File: src/design/pmc_defs.vh
`ifndef PMC_DEFS_VH
`define PMC_DEFS_VH

// Register addresses, 16-bit registers on 2-byte steps
`define PMC_ADDR_W 32
`define PMC_DATA_W 16
`define PMC_NUM_PINS 5
`define PMC_PORT3_PIN5_MODE 32'h50003058
`define PMC_PORT3_PIN6_MODE 32'h5000305A
`define PMC_PORT3_PIN7_MODE 32'h5000305C
`define PMC_PORT4_PIN0_MODE 32'h5000305E
`define PMC_PORT4_PIN1_MODE 32'h50003060
`define PMC_BASE_ADDR 32'h50003058
`define PMC_ADDR_STEP 32'h00000002

// Field positions
`define PMC_OD_BIT 10
`define PMC_DIR_HI 9
`define PMC_DIR_LO 8
`define PMC_FUNC_HI 5
`define PMC_FUNC_LO 0
`define PMC_WR_MASK 16'h073F

// Reset values
`define PMC_OD_RST 1'h0
`define PMC_DIR_RST 2'h2
`define PMC_FUNC_RST 6'h00

// Direction and resistor codes
`define PMC_DIR_IN_NONE 2'h0
`define PMC_DIR_IN_PU 2'h1
`define PMC_DIR_IN_PD 2'h2
`define PMC_DIR_OUT 2'h3

// Function code for the converter input; encoding defined elsewhere
`define PMC_FUNC_ADC_DEF 6'h0F

`endif

File: src/design/pmc_pad_mode_config.v
`timescale 1ns/1ps
`include "pmc_defs.vh"

module pmc_pad_mode_config #(
   parameter [5:0] FUNC_ADC = `PMC_FUNC_ADC_DEF
) (
   input wire ref_clk,
   input wire rst_n,
   input wire [31:0] bus_addr,
   input wire [15:0] bus_wdata,
   input wire bus_wr,
   input wire bus_rd,
   output wire [15:0] bus_rdata,
   output wire [4:0] pad_open_drain,
   output wire [4:0] pad_output_en,
   output wire [4:0] pad_pullup_en,
   output wire [4:0] pad_pulldown_en,
   output wire [4:0] pad_analog_en,
   output wire [29:0] pad_function
);

////////////////////////////////////////////////////////////////////////////////
// Sizes and constants

localparam integer NUM_PINS = `PMC_NUM_PINS;
localparam [15:0] WR_MASK = `PMC_WR_MASK;
localparam [15:0] MODE_RST = {5'h00, `PMC_OD_RST, `PMC_DIR_RST, 2'h0, `PMC_FUNC_RST};
localparam [1:0] DIR_IN_PU = `PMC_DIR_IN_PU;
localparam [1:0] DIR_IN_PD = `PMC_DIR_IN_PD;
localparam [1:0] DIR_OUT = `PMC_DIR_OUT;

////////////////////////////////////////////////////////////////////////////////
// Nets gathered from the per-pin slices

// One address hit per pin, never more than one at a time
wire [4:0] hit_w;

// All mode words side by side, pin i at [16i+15:16i]
wire [79:0] mode_flat;

////////////////////////////////////////////////////////////////////////////////
// Read path

reg [15:0] rdata_r;
reg [15:0] rdata_nxt;
integer k;

// Hits are one-hot, so an OR of gated words acts as the mux
always @* begin
   rdata_nxt = 16'h0000;
   if (bus_rd) begin
      for (k = 0; k < NUM_PINS; k = k + 1) begin
         if (hit_w[k]) begin
            rdata_nxt = rdata_nxt | mode_flat[k*16 +: 16];
         end
      end
   end
end

// Read data stands one cycle and then falls back to zero
always @(posedge ref_clk or negedge rst_n) begin
   if (!rst_n) begin
      rdata_r <= 16'h0000;
   end else begin
      rdata_r <= rdata_nxt;
   end
end

assign bus_rdata = rdata_r;

////////////////////////////////////////////////////////////////////////////////
// Per-pin mode register and pad controls

genvar g;
generate
   for (g = 0; g < NUM_PINS; g = g + 1) begin : pin
      localparam [31:0] PIN_ADDR = `PMC_BASE_ADDR + g * `PMC_ADDR_STEP;

      reg [15:0] mode_r;
      reg [15:0] mode_nxt;
      reg od_r;
      reg oe_r;
      reg pu_r;
      reg pd_r;
      reg an_r;
      reg [5:0] fn_r;
      wire [1:0] dir;
      wire [5:0] func;
      wire analog;

      // Full address compare; unmapped words neither write nor read
      assign hit_w[g] = (bus_addr == PIN_ADDR);

      assign dir = mode_r[`PMC_DIR_HI:`PMC_DIR_LO];
      assign func = mode_r[`PMC_FUNC_HI:`PMC_FUNC_LO];
      assign analog = (func == FUNC_ADC);

      assign mode_flat[g*16 +: 16] = mode_r;

      /////////////////////////////////////////////////////////////////////////
      // Mode word

      always @* begin
         mode_nxt = mode_r;
         if (bus_wr && hit_w[g]) begin
            mode_nxt = bus_wdata & WR_MASK;
         end
      end

      // Masked on write, so reserved bits read zero for free
      always @(posedge ref_clk or negedge rst_n) begin
         if (!rst_n) begin
            mode_r <= MODE_RST;
         end else begin
            mode_r <= mode_nxt;
         end
      end

      /////////////////////////////////////////////////////////////////////////
      // Pad controls, one cycle behind the mode word

      always @(posedge ref_clk or negedge rst_n) begin
         if (!rst_n) begin
            od_r <= 1'b0;
         end else begin
            od_r <= mode_r[`PMC_OD_BIT];
         end
      end

      always @(posedge ref_clk or negedge rst_n) begin
         if (!rst_n) begin
            oe_r <= 1'b0;
         end else if (analog) begin
            oe_r <= 1'b0;
         end else begin
            oe_r <= (dir == DIR_OUT);
         end
      end

      always @(posedge ref_clk or negedge rst_n) begin
         if (!rst_n) begin
            pu_r <= 1'b0;
         end else if (analog) begin
            pu_r <= 1'b0;
         end else begin
            pu_r <= (dir == DIR_IN_PU);
         end
      end

      always @(posedge ref_clk or negedge rst_n) begin
         if (!rst_n) begin
            pd_r <= 1'b1;
         end else if (analog) begin
            pd_r <= 1'b0;
         end else begin
            pd_r <= (dir == DIR_IN_PD);
         end
      end

      always @(posedge ref_clk or negedge rst_n) begin
         if (!rst_n) begin
            an_r <= 1'b0;
         end else begin
            an_r <= analog;
         end
      end

      // function select
      // Passed on raw; its decoding lives with the peripherals
      always @(posedge ref_clk or negedge rst_n) begin
         if (!rst_n) begin
            fn_r <= 6'h00;
         end else begin
            fn_r <= func;
         end
      end

      /////////////////////////////////////////////////////////////////////////
      // Pad ports, each bit straight from its flop

      assign pad_open_drain[g] = od_r;
      assign pad_output_en[g] = oe_r;
      assign pad_pullup_en[g] = pu_r;
      assign pad_pulldown_en[g] = pd_r;
      assign pad_analog_en[g] = an_r;
      assign pad_function[g*6 +: 6] = fn_r;
   end
endgenerate

////////////////////////////////////////////////////////////////////////////////
// Limitation: a write and the pad change are two edges apart, so
// mode_r leads the pad by one cycle, but bus_rdata shows the new word no earlier than the pad.

endmodule

File: config.mk
export PLATFORM = sky130hd
export DESIGN_NAME = pmc_pad_mode_config
export DESIGN_NICKNAME = d
export VERILOG_FILES = /design/src/design/pmc_pad_mode_config.v
export VERILOG_INCLUDE_DIRS = /design/src /design/src/design
export SDC_FILE = /design/constraint.sdc
export NUM_CORES = 1
export LEC_CHECK = 0
export CORE_MARGIN = 10
export CORE_UTILIZATION = 35
export DETAILED_ROUTE_END_ITERATION = 10
export DONT_BUFFER_PORTS = 1
export MAX_ROUTING_LAYER = met4
export PLACE_DENSITY = 0.52
export RECOVER_POWER = 25
export SYNTH_ARGS = -nofsm -noshare
export SYNTH_HDL_FRONTEND = slang
export SYNTH_SLANG_ARGS = --single-unit
File: constraint.sdc
create_clock -name ref_clk -period 1.5 [get_ports ref_clk]
set_clock_uncertainty 0.1 [all_clocks]
set_input_delay 0.075 -clock ref_clk [delete_from_list [all_inputs] [get_ports ref_clk]]
set_output_delay 0.075 -clock ref_clk [all_outputs]
set_load 0.01 [all_outputs]
## Word-level counts from Yosys, hierarchy flattened

Cells that the tools add are included.

- $add $sub $neg: 0
- Multiply operators: 0
- Div/mod/pow operators: 0
- Order comparisons: 0
- Equality and inequality tests: 25
- Shift-type cells: 0
- Mux-type cells: 25
- Bitwise gates (word level): 4
- Reduce and logical (&&, ||, !) cells: 5

Operators with widths:

| operator | count |
|---|---|
| 32-bit by 31-bit equality test with 1-bit output (second input constant) | 5 |
| 16-bit 2-to-1 mux | 9 |
| 16-bit by 11-bit bitwise OR with 16-bit output | 4 |
| 6-bit by 4-bit equality test with 1-bit output (second input constant) | 5 |
| 2-bit equality test (second input constant) | 10 |
| 1-bit 2-to-1 mux | 15 |
| 11-bit 2-to-1 mux | 1 |
| 2-bit by 1-bit equality test with 1-bit output (second input constant) | 5 |
| 1-bit logical AND | 5 |

- Register bits: 116
- Bits in latches: 0
- RAM bits: 0
- Bits in read-only memories: 0
- Output and inout port bits: 71
- Memories: 0

## Depth between registers and ports, before layout

Gate-level depths: netlist of the first run.

- Word-level depth: 15
- Gate-level depth with buffers: 6
- Gate-level depth less buffers: 4

## Worst setup path after synthesis of the first run

Ideal clock, no wire load.

- Kind: input-to-reg
- From: input bus_addr[20]
- To: register pin[0].mode_r[0]
- Setup time: 0.125 ns
- Arrival time: 1.695 ns
- Required time: 1.275 ns
- Setup slack: -0.419 ns
- Stages on the path: 4
- Cells stage by stage: nor4_1 -> nand4_2 -> nor4_4 -> mux2_2

- Cells in the longest elaborated chain, start to end: 2

RTL lines:

| item | RTL line | text |
|---|---|---|
| start: declaration | pmc_pad_mode_config.v:9 | `input wire [31:0] bus_addr,` |
| 32-bit by 31-bit equality test with 1-bit output | pmc_pad_mode_config.v:92 | `assign hit_w[g] = (bus_addr == PIN_ADDR);` |
| 1-bit logical AND | pmc_pad_mode_config.v:105 | `if (bus_wr && hit_w[g]) begin` |
| end signal: assignment | pmc_pad_mode_config.v:115 | `mode_r <= mode_nxt;` |
| end: declaration | pmc_pad_mode_config.v:79 | `reg [15:0] mode_r;` |

No other way between the ends.
A chain may end at the register's enable or synchronous reset.

## Worst setup path in the final report of the first run

- From: input bus_addr[2]
- To: register rdata_r[9], in the netlist bus_rdata[9]

- Cells in the longest elaborated chain, start to end: 15
- Elaborated cells on any way between the ends: 19
- Classes of those cells: 5 x eq/ne; 10 x mux; 4 x bitwise

RTL lines:

| item | RTL line | text |
|---|---|---|
| 32-bit by 31-bit equality test with 1-bit output | pmc_pad_mode_config.v:92 |  |
| 11-bit 2-to-1 mux | pmc_pad_mode_config.v:53 | `if (hit_w[k]) begin` |
| 16-bit 2-to-1 mux | pmc_pad_mode_config.v:51 | `if (bus_rd) begin` |
| 16-bit by 11-bit bitwise OR with 16-bit output | pmc_pad_mode_config.v:54 | `rdata_nxt = rdata_nxt \| mode_flat[k*16 +: 16];` |
| 16-bit 2-to-1 mux | pmc_pad_mode_config.v:53 |  |
| 16-bit 2-to-1 mux | pmc_pad_mode_config.v:51 |  |
| 16-bit by 11-bit bitwise OR with 16-bit output | pmc_pad_mode_config.v:54 |  |
| 16-bit 2-to-1 mux | pmc_pad_mode_config.v:53 |  |
| 16-bit 2-to-1 mux | pmc_pad_mode_config.v:51 |  |
| 16-bit by 11-bit bitwise OR with 16-bit output | pmc_pad_mode_config.v:54 |  |
| 16-bit 2-to-1 mux | pmc_pad_mode_config.v:53 |  |
| 16-bit 2-to-1 mux | pmc_pad_mode_config.v:51 |  |
| 16-bit by 11-bit bitwise OR with 16-bit output | pmc_pad_mode_config.v:54 |  |
| 16-bit 2-to-1 mux * | pmc_pad_mode_config.v:53 |  |
| 16-bit 2-to-1 mux * | pmc_pad_mode_config.v:51 |  |
| net rdata_nxt[9] | pmc_pad_mode_config.v:45 | `reg [15:0] rdata_nxt;` |
| end signal: assignment | pmc_pad_mode_config.v:65 | `rdata_r <= rdata_nxt;` |
| end: declaration | pmc_pad_mode_config.v:44 | `reg [15:0] rdata_r;` |

Mark *: on every way through the listed nets, which the timed path passes. The rest lies on a longest branch. The select of a mux whose other input is x is not followed.

==> results.py, run 1 <==
metrics = {
    "floorplanning": {
        "num_rows": 40,
        "core_area_um2": 12100,
        "die_h_um": 131,
        "die-area_um2": 17200,
        "die_w_um": 131,
        "start_util_pct": 35.9,
        "io_pins": 123,
    },
    "worst_setup_path": {
        "worstReg2RegStart": "pin[1].mode_r[2]",
        "worstSetupPathType": "input pin to flip-flop",
        "crit_path_end_kind": "flip-flop",
        "startpoint_type": "input pin",
        "crit_required_ns": 1.62,
        "r2r_cells": 4,
        "r2r_end": "pin[1].oe_r",
        "critical_path.max_fanout": 16,
        "critPathArrivalTime_ns": 1.56,
        "reg2reg_slack_ns": 0.17,
    },
    "timing": {
        "worstMarginPinSlew_ns": 0.530,
        "period_share_pct": 96.1,
        "drv_slew": 0,
        "rsz0062_at_grt": "no",
        "finalSetupTns_ns": 0,
        "hold_viol_final": 109,
        "relSlewSlack_pct": 64.6,
        "fmax_ghz": 0.694,
        "period_needed_ns": 1.44,
        "setup_violations": 0,
        "whs_ns": -0.679,
    },
    "synthesis": {
        "async_reset_ff_share_pct": 100,
        "synth.area.top_cells": "dfrtp_1 (57%), mux2_2 (14%), dfstp_2 (6.1%)",
        "synth_top_family_by_area": "multiplexers",
        "synthXorXnorAreaFrac_pct": 0,
        "synth_common_cells": "dfrtp_1 (99), mux2_2 (54), buf_4 (32)",
        "yosysWarnings": 0,
        "yosysTopAreaCell": "dfrtp_1",
        "netlist.area_leader.share_pct": 57.1,
        "synth_compound_area_share_pct": 3.38,
        "synth.area.mux_share_pct": 16.1,
        "seq_area_frac_synth_pct": 63.2,
        "synth-edff-count": 0,
        "ys.flop_type": "dfrtp_1",
        "netlist_instances": 291,
        "yosys.area_share.simple_pct": 11.1,
        "syn_area_per_cell_um2": 14.9,
        "syn_area_um2": 4340,
        "synthAdderAreaFrac_pct": 0,
        "yosysMostFrequentCell": "dfrtp_1",
        "synth_seq_cells": 109,
        "synth_cell_types": 34,
    },
    "global_routing": {
        "grt_pass1_vias": 2676,
        "antenna_found_initial": 0,
        "grt_max_degree": 110,
        "gr-total-overflow": 0,
        "track_usage_pct": 12.8,
        "grt_pass1_wl_um": 16400,
    },
    "detailed_routing": {
        "vias_per_cell": 4.94,
        "wire_per_inst_um": 22.6,
        "dr.pass1.iters": 4,
        "antenna_left": 0,
        "totalWireLength_um": 10800,
        "via_count": 2353,
        "drt_iter0_drc": 98,
        "drc_errors": 0,
    },
    "cts": {
        "cts_tree": "yes",
        "clockBufferDepth": 2,
        "postCtsSetupBuffers": 0,
        "hold_buffers": 10,
        "clk_latency_ns": 0.35,
        "cts_sinks": 109,
        "cts_resized": 0,
        "cts_max_level": 3,
        "numCtsBuffers": 9,
        "path_clk_slew_ns": 0.07,
        "cts-root-buf": "clkbuf_16",
    },
    "status": {
        "violations": "negative hold slack",
        "status": "complete, but fails checks",
    },
    "placed_design": {
        "gp_congestion": 0.750,
        "dp.final_hpwl_um": 7500,
        "portBuffers": 0,
    },
    "cells_and_area": {
        "syn_to_final_growth_pct": 18.9,
        "antennaDiodeCount": 0,
        "nets": 355,
        "drive_above_1_share_pct": 39.3,
    },
    "run": {
        "maxCapViolCount": 0,
    },
    "worst_hold_path": {
        "hp-class": "input pin to asynchronous set/reset pin",
    },
    "power": {
        "power_density_nw_per_um2": 1040,
        "p_leak_nw": 2.46,
        "vdd_drop_max_uv": 475,
    },
}
-- state kept, by name, summed over array words and instances (netlist names) --
| signal | cells |
|---|---|
| pin.od_r | 5 |
| bus_rdata | 9 |
| pin.mode_r | 45 |
| pin.pu_r | 5 |
| pin.oe_r | 5 |
| pin.fn_r | 30 |
| pin.pd_r | 5 |
| pin.an_r | 5 |
-- through the flow --
step	cells	power (mW)	cell area (um^2)	util (%)	worst slack, ns
floorplan	297	3.08	4610	-	-0.290
global placement	450	3.06	4770	39.5	-0.209
detailed placement	450	3.06	4770	39.5	-0.199
CTS	476	5.43	5150	42.7	0.0554
global route	476	5.57	5150	42.7	0.0136
finish	476	5.38	5150	42.7	0.0584
-- cells in the final DEF (no fill, tap or decap), drive strengths merged --
master / count
dfrtp: 99
mux2: 54
buf: 21
nor2: 11
dlygate4sd3: 10
dfstp: 10
mux2i: 9
o2bb2ai: 9
a22oi: 9
clkbuf: 9
nor3b: 9
nor4: 8
conb: 7
inv: 7
nand4: 6
nor3: 5
and3b: 4
nand3b: 4
nor4b: 3
nand2: 3
nor4bb: 2
clkinv: 2
or2: 1
nand2b: 1
or3: 1
and3: 1
nand3: 1
and4bb: 1
or3b: 1
-- power breakdown --
| part | switching (mW) | total (mW) | internal (mW) |
|---|---|---|---|
| sequential | 0.0000000140 | 2.94 | 2.94 |
| combinational | 0.0562 | 0.114 | 0.0577 |
| clock | 1.16 | 2.33 | 1.17 |
-- worst max-delay path, stage by stage --
cell           delay, ns
dlygate4sd3_1       0.87
mux2_2              0.40
a22oi_1             0.15
nor2_1              0.06
-- routing by layer --
layer / global-route usage (%) / part of all wire [%] / up-vias
met5: - / 0 / -
met3: 4.08 / 5.7 / 10
met1: 14.7 / 43 / 1227
met2: 20.8 / 50 / 65
li1: - / - / 1051
met4: 3.83 / 1.3 / 0
-- worst max-delay path by stage --
stage | startpoint | endpoint | slack [ns] | cells past startpoint
after global routing | bus_addr[2] | bus_rdata[8] | 0.01 | 4
final | bus_addr[2] | bus_rdata[9] | 0.06 | 4
after floorplan | bus_addr[27] | pin[0].mode_r[0] | -0.29 | 4
after detailed placement | bus_addr[27] | pin[3].mode_r[4] | -0.20 | 6
after CTS | bus_addr[2] | bus_rdata[4] | 0.06 | 4
after global placement | bus_addr[27] | pin[3].mode_r[0] | -0.21 | 6
-- layout make-up --
type / instances / area, um^2
multi-input cells: 150 / 1600
clock buffers: 9 / 225
flip-flops and latches: 109 / 2740
clock inverters: 7 / 62.6
repair buffers: 31 / 308
inverters: 2 / 7.51
well taps: 168 / 210
fillers: 1097 / 6910
-- cell families after synthesis --
family                 Yosys count
AOI/OAI and AO/OA               18
buffers and inverters           38
other                            1
DFF                            109
and+or+nand+nor                 62
muxes                           63
Power figures use the tool's default switching activity.
==> run 2: changes to the inputs <==
--- a/config.mk
+++ b/config.mk
@@ -6,12 +6,14 @@
 export SDC_FILE = /design/constraint.sdc
 export NUM_CORES = 1
 export LEC_CHECK = 0
+export CELL_PAD_IN_SITES_DETAIL_PLACEMENT = 1
+export CELL_PAD_IN_SITES_GLOBAL_PLACEMENT = 2
 export CORE_MARGIN = 10
 export CORE_UTILIZATION = 35
 export DETAILED_ROUTE_END_ITERATION = 10
 export DONT_BUFFER_PORTS = 1
 export MAX_ROUTING_LAYER = met4
-export PLACE_DENSITY = 0.52
+export PLACE_DENSITY = 0.7
 export RECOVER_POWER = 25
 export SYNTH_ARGS = -nofsm -noshare
 export SYNTH_HDL_FRONTEND = slang
==> results.py, run 2 (synthesized netlist as in run 1, its figures left out) <==
metrics = {
    "cells_and_area": {
        "syn_to_final_growth_pct": 17.8,
        "regMostFlops": "pin.mode_r",
        "final_cell_mix": "dfrtp_1 (99), mux2_4 (29), mux2_2 (25)",
        "final_area_um2": 5110,
        "num-fill-cells": 1186,
        "final_common_cell": "dfrtp_1",
        "largest_reg_flops": 45,
        "drive_above_1_share_pct": 38.2,
        "nets": 351,
    },
    "detailed_routing": {
        "totalWireLength_um": 10100,
        "drc_errors": 0,
        "via_count": 2268,
        "vias_per_cell": 4.77,
        "dr.pass1.iters": 4,
        "wire_per_inst_um": 21.2,
        "drt_iter0_drc": 142,
        "antenna_left": 0,
    },
    "worst_setup_path": {
        "critical_path.max_fanout": 4,
        "path_cells": "nand4_1 > nor3_1 > and3b_1",
        "cp_num_buf_inv": 0,
        "startpoint": "pin[4].mode_r[2]",
        "startpoint_type": "flip-flop",
        "crit_path_end_kind": "flip-flop",
        "critPathArrivalTime_ns": 1.49,
        "slowest_stage": "dfrtp_1",
        "crit_required_ns": 1.63,
        "crit_path_max_incr_delay_ns": 0.41,
        "worstSetupPathType": "flip-flop to flip-flop",
        "crit_family": "simple AND/OR/NAND/NOR gates",
        "worstReg2RegStart": "pin[4].mode_r[2]",
    },
    "run": {
        "maxCapViolCount": 0,
    },
    "cts": {
        "clk_latency_ns": 0.35,
        "cts-root-buf": "clkbuf_16",
        "cts_tree": "yes",
        "cts_max_level": 3,
        "clockBufferDepth": 2,
        "path_clk_slew_ns": 0.07,
        "numCtsBuffers": 9,
        "cts_sinks": 109,
        "hold_buffers": 10,
    },
    "global_routing": {
        "grt_pass1_wl_um": 16200,
        "antenna_found_initial": 3,
        "gr-total-overflow": 0,
        "track_usage_pct": 12.4,
        "grt_max_degree": 110,
        "grt_pass1_vias": 2657,
    },
    "placed_design": {
        "portBuffers": 0,
        "dp.final_hpwl_um": 7620,
        "gp_congestion": 0.728,
        "placed_area_um2": 4720,
    },
    "power": {
        "p_clk_share_pct": 41.6,
        "p_sw_share_pct": 20.3,
        "p_leak_nw": 2.43,
        "sequentialPowerShare_pct": 56.3,
        "power_density_nw_per_um2": 1020,
        "vdd_drop_max_uv": 464,
        "p_int_mw": 4.16,
        "switchingPower_mw": 1.06,
        "p_total_mw": 5.22,
        "pwr-share-comb_pct": 2.1,
    },
    "timing": {
        "setup_violations": 0,
        "fmax_ghz": 0.734,
        "period_needed_ns": 1.36,
        "drv_slew": 0,
        "hold_viol_final": 109,
        "period_share_pct": 90.8,
        "rsz0062_at_grt": "no",
        "whs_ns": -0.669,
    },
    "status": {
        "violations": "negative hold slack",
        "status": "complete, but fails checks",
    },
    "floorplanning": {
        "die_w_um": 131,
        "num_rows": 40,
        "io_pins": 123,
        "core_area_um2": 12100,
        "start_util_pct": 35.9,
        "die_h_um": 131,
        "die-area_um2": 17200,
    },
    "worst_hold_path": {
        "hp-class": "input pin to asynchronous set/reset pin",
    },
}
-- run 2: worst reg2reg max path, stage by stage (launching register included) --
cell and delay, ns:
dfrtp_1 0.41, nand4_1 0.16, nor3_1 0.35, and3b_1 0.23
-- run 2: layer usage --
metal | wire length, um | part of all wire (%) | GRT usage [%]
met5 | 0 | 0 | -
met4 | 180 | 1.8 | 5.56
met3 | 424 | 4.2 | 3.32
met2 | 5030 | 50 | 19.5
met1 | 4420 | 44 | 14.7
-- run 2: power by group through the flow --
stage               Sequential [mW]  Combinational [mW]  Clock (mW)
global route                   2.94               0.119        2.42
finish                         2.94               0.110        2.17
detailed placement             2.99              0.0658           0
global placement               2.99              0.0653           0
CTS                            2.94               0.111        2.25
floorplan                      3.00              0.0798           0
-- run 2: repair_timing --
item,4_1_cts,5_1_grt
gates resized for setup,0,1
setup buffers,0,0
setup endpoints to repair,0,1
hold endpoints to repair,160,109
-- run 2: final timing paths --
check | to | slack (ns) | cells past startpoint
setup / recovery | pin[4].oe_r | 0.14 | 3
hold / removal | pin[1].an_r | -0.67 | 0
setup reg to reg | pin[4].oe_r | 0.14 | 3
hold reg to reg | pin[3].od_r | 0.32 | 0
max in group asynchronous | pin[4].mode_r[9] | 1.72 | 0
min in group ref_clk | bus_rdata[4] | 0.04 | 3
-- run 2: area by class of cell --
type | count | area, um^2 | area share, %
timing repair buffer | 27 | 265 | 5.19
clock buffer | 12 | 246 | 4.83
clock inverter | 4 | 25.0 | 0.490
antenna | 3 | 7.51 | 0.147
inverter | 2 | 7.51 | 0.147
sequential | 109 | 2740 | 53.7
multi-input combinational | 150 | 1610 | 31.4
tap | 168 | 210 | 4.12
-- run 2: metrics by stage --
stage | setup TNS, ns | std cells | util (%) | setup slack [ns]
after floorplan | -11.90 | 297 | - | -0.290
after global placement | -6.96 | 446 | 39.2 | -0.170
after detailed placement | -8.04 | 446 | 39.2 | -0.194
after CTS | 0 | 472 | 42.2 | 0.0813
after global routing | 0 | 475 | 42.3 | 0.0136
final | 0 | 475 | 42.3 | 0.138
==> run 3: changes to the inputs <==
--- a/config.mk
+++ b/config.mk
@@ -9,11 +9,11 @@
 export CELL_PAD_IN_SITES_DETAIL_PLACEMENT = 1
 export CELL_PAD_IN_SITES_GLOBAL_PLACEMENT = 2
 export CORE_MARGIN = 10
-export CORE_UTILIZATION = 35
+export CORE_UTILIZATION = 42
 export DETAILED_ROUTE_END_ITERATION = 10
 export DONT_BUFFER_PORTS = 1
 export MAX_ROUTING_LAYER = met4
-export PLACE_DENSITY = 0.7
+export PLACE_DENSITY = 0.81
 export RECOVER_POWER = 25
 export SYNTH_ARGS = -nofsm -noshare
 export SYNTH_HDL_FRONTEND = slang
==> results.py, run 3 (synthesized netlist as in run 1, its figures left out) <==
metrics = {
    "power": {
        "power_density_nw_per_um2": 943,
        "p_total_mw": 4.70,
        "vdd_drop_max_uv": 425,
        "p_leak_nw": 2.39,
    },
    "detailed_routing": {
        "vias_per_cell": 5.35,
        "dr.pass1.iters": 4,
        "drc_errors": 0,
        "totalWireLength_um": 10600,
        "antenna_left": 0,
        "wire_per_inst_um": 24.2,
        "via_count": 2354,
        "drt_iter0_drc": 153,
    },
    "timing": {
        "rsz0062_at_grt": "no",
        "setup_ws_ns": 0.152,
        "setup_violations": 0,
        "whs_ns": -0.713,
        "period_needed_ns": 1.35,
        "drv_slew": 0,
        "finalSetupTns_ns": 0,
        "fmax_ghz": 0.742,
        "period_share_pct": 89.8,
        "hold_viol_final": 118,
    },
    "cells_and_area": {
        "syn_to_final_growth_pct": 15.0,
        "largest_reg_flops": 45,
        "final_cell_mix": "dfrtp_1 (99), mux2_4 (29), mux2_2 (25)",
        "regMostFlops": "pin.mode_r",
        "final_common_cell": "dfrtp_1",
        "nets": 351,
        "drive_above_1_share_pct": 38.8,
        "num-fill-cells": 995,
        "antennaDiodeCount": 0,
    },
    "floorplanning": {
        "io_pins": 123,
        "die-area_um2": 14800,
        "die_h_um": 122,
        "num_rows": 37,
        "start_util_pct": 42.6,
        "core_area_um2": 10200,
        "die_w_um": 122,
    },
    "placed_design": {
        "dp.final_hpwl_um": 7590,
        "gp_congestion": 0.796,
        "dp_slack_ns": -0.212,
        "portBuffers": 0,
    },
    "worst_setup_path": {
        "path_cells": "nand4_1 > or3_1 > and3_1",
        "slowest_stage": "dfrtp_1",
        "crit_path_end_kind": "flip-flop",
        "r2r_end": "pin[3].oe_r",
        "critical_path.max_fanout": 4,
        "worstSetupPathType": "flip-flop to flip-flop",
        "critPathArrivalTime_ns": 1.51,
        "startpoint_type": "flip-flop",
        "crit_path_max_incr_delay_ns": 0.42,
        "reg2reg_slack_ns": 0.15,
        "crit_required_ns": 1.66,
        "r2r_cells": 3,
        "worstReg2RegStart": "pin[3].mode_r[2]",
    },
    "cts": {
        "postCtsSetupBuffers": 0,
        "cts-root-buf": "clkbuf_8",
        "cts_sinks": 109,
        "numCtsBuffers": 9,
        "clk_latency_ns": 0.38,
        "clockBufferDepth": 2,
        "cts_resized": 0,
        "cts_tree": "yes",
        "cts_max_level": 3,
        "hold_buffers": 9,
        "path_clk_slew_ns": 0.10,
    },
    "global_routing": {
        "grt_pass1_wl_um": 16200,
        "gr-total-overflow": 0,
        "grt_max_degree": 110,
        "antenna_found_initial": 0,
        "track_usage_pct": 15.1,
        "grt_pass1_vias": 2662,
    },
    "run": {
        "maxCapViolCount": 0,
    },
    "status": {
        "status": "complete, but fails checks",
        "violations": "negative hold slack",
    },
    "worst_hold_path": {
        "hp-class": "input pin to asynchronous set/reset pin",
    },
}
[run 3: stage by stage]
| stage | instances | cell area, um^2 | util, % |
|---|---|---|---|
| floorplan | 297 | 4610 | - |
| global placement | 415 | 4720 | 46.3 |
| detailed placement | 415 | 4720 | 46.3 |
| CTS | 440 | 4990 | 49.0 |
| global route | 440 | 4990 | 49.0 |
| finish | 440 | 4990 | 49.0 |
[run 3: worst max path at each step]
stage	endpoint	cells after the start	slack (ns)	start
floorplan	pin[0].mode_r[0]	4	-0.29	bus_addr[27]
global placement	pin[0].mode_r[5]	5	-0.17	bus_addr[0]
detailed placement	pin[0].mode_r[0]	5	-0.21	bus_addr[0]
CTS	pin[3].oe_r	3	0.13	pin[3].mode_r[2]
global route	pin[2].oe_r	4	0.06	pin[2].mode_r[1]
finish	pin[3].oe_r	3	0.15	pin[3].mode_r[2]
[run 3: layout make-up]
class	count	area (um^2)	share of cell area (%)
Sequential cell	109	2740	55.0
Multi-Input combinational cell	150	1600	32.1
Timing Repair Buffer	27	288	5.77
Tap cell	136	170	3.41
Clock buffer	9	124	2.48
Clock inverter	7	56.3	1.13
Inverter	2	7.51	0.151
[run 3: critical path, delay by kind of cell (launching register included)]
| family | cells | cell delay, ns |
|---|---|---|
| and+or+nand+nor | 3 | 0.73 |
| DFF | 1 | 0.42 |
[run 3: metal layers]
layer	GRT usage [%]	routed length, um	vias up
met1	17.7	4380	1254
met2	24.6	5600	55
li1	-	-	1030
met3	3.84	477	15
met5	-	0	-
met4	5.59	186	0
[run 3: power breakdown]
group	internal [mW]	switching (mW)
Sequential	2.94	0.0000000141
Clock	0.625	1.03
Combinational	0.0558	0.0510
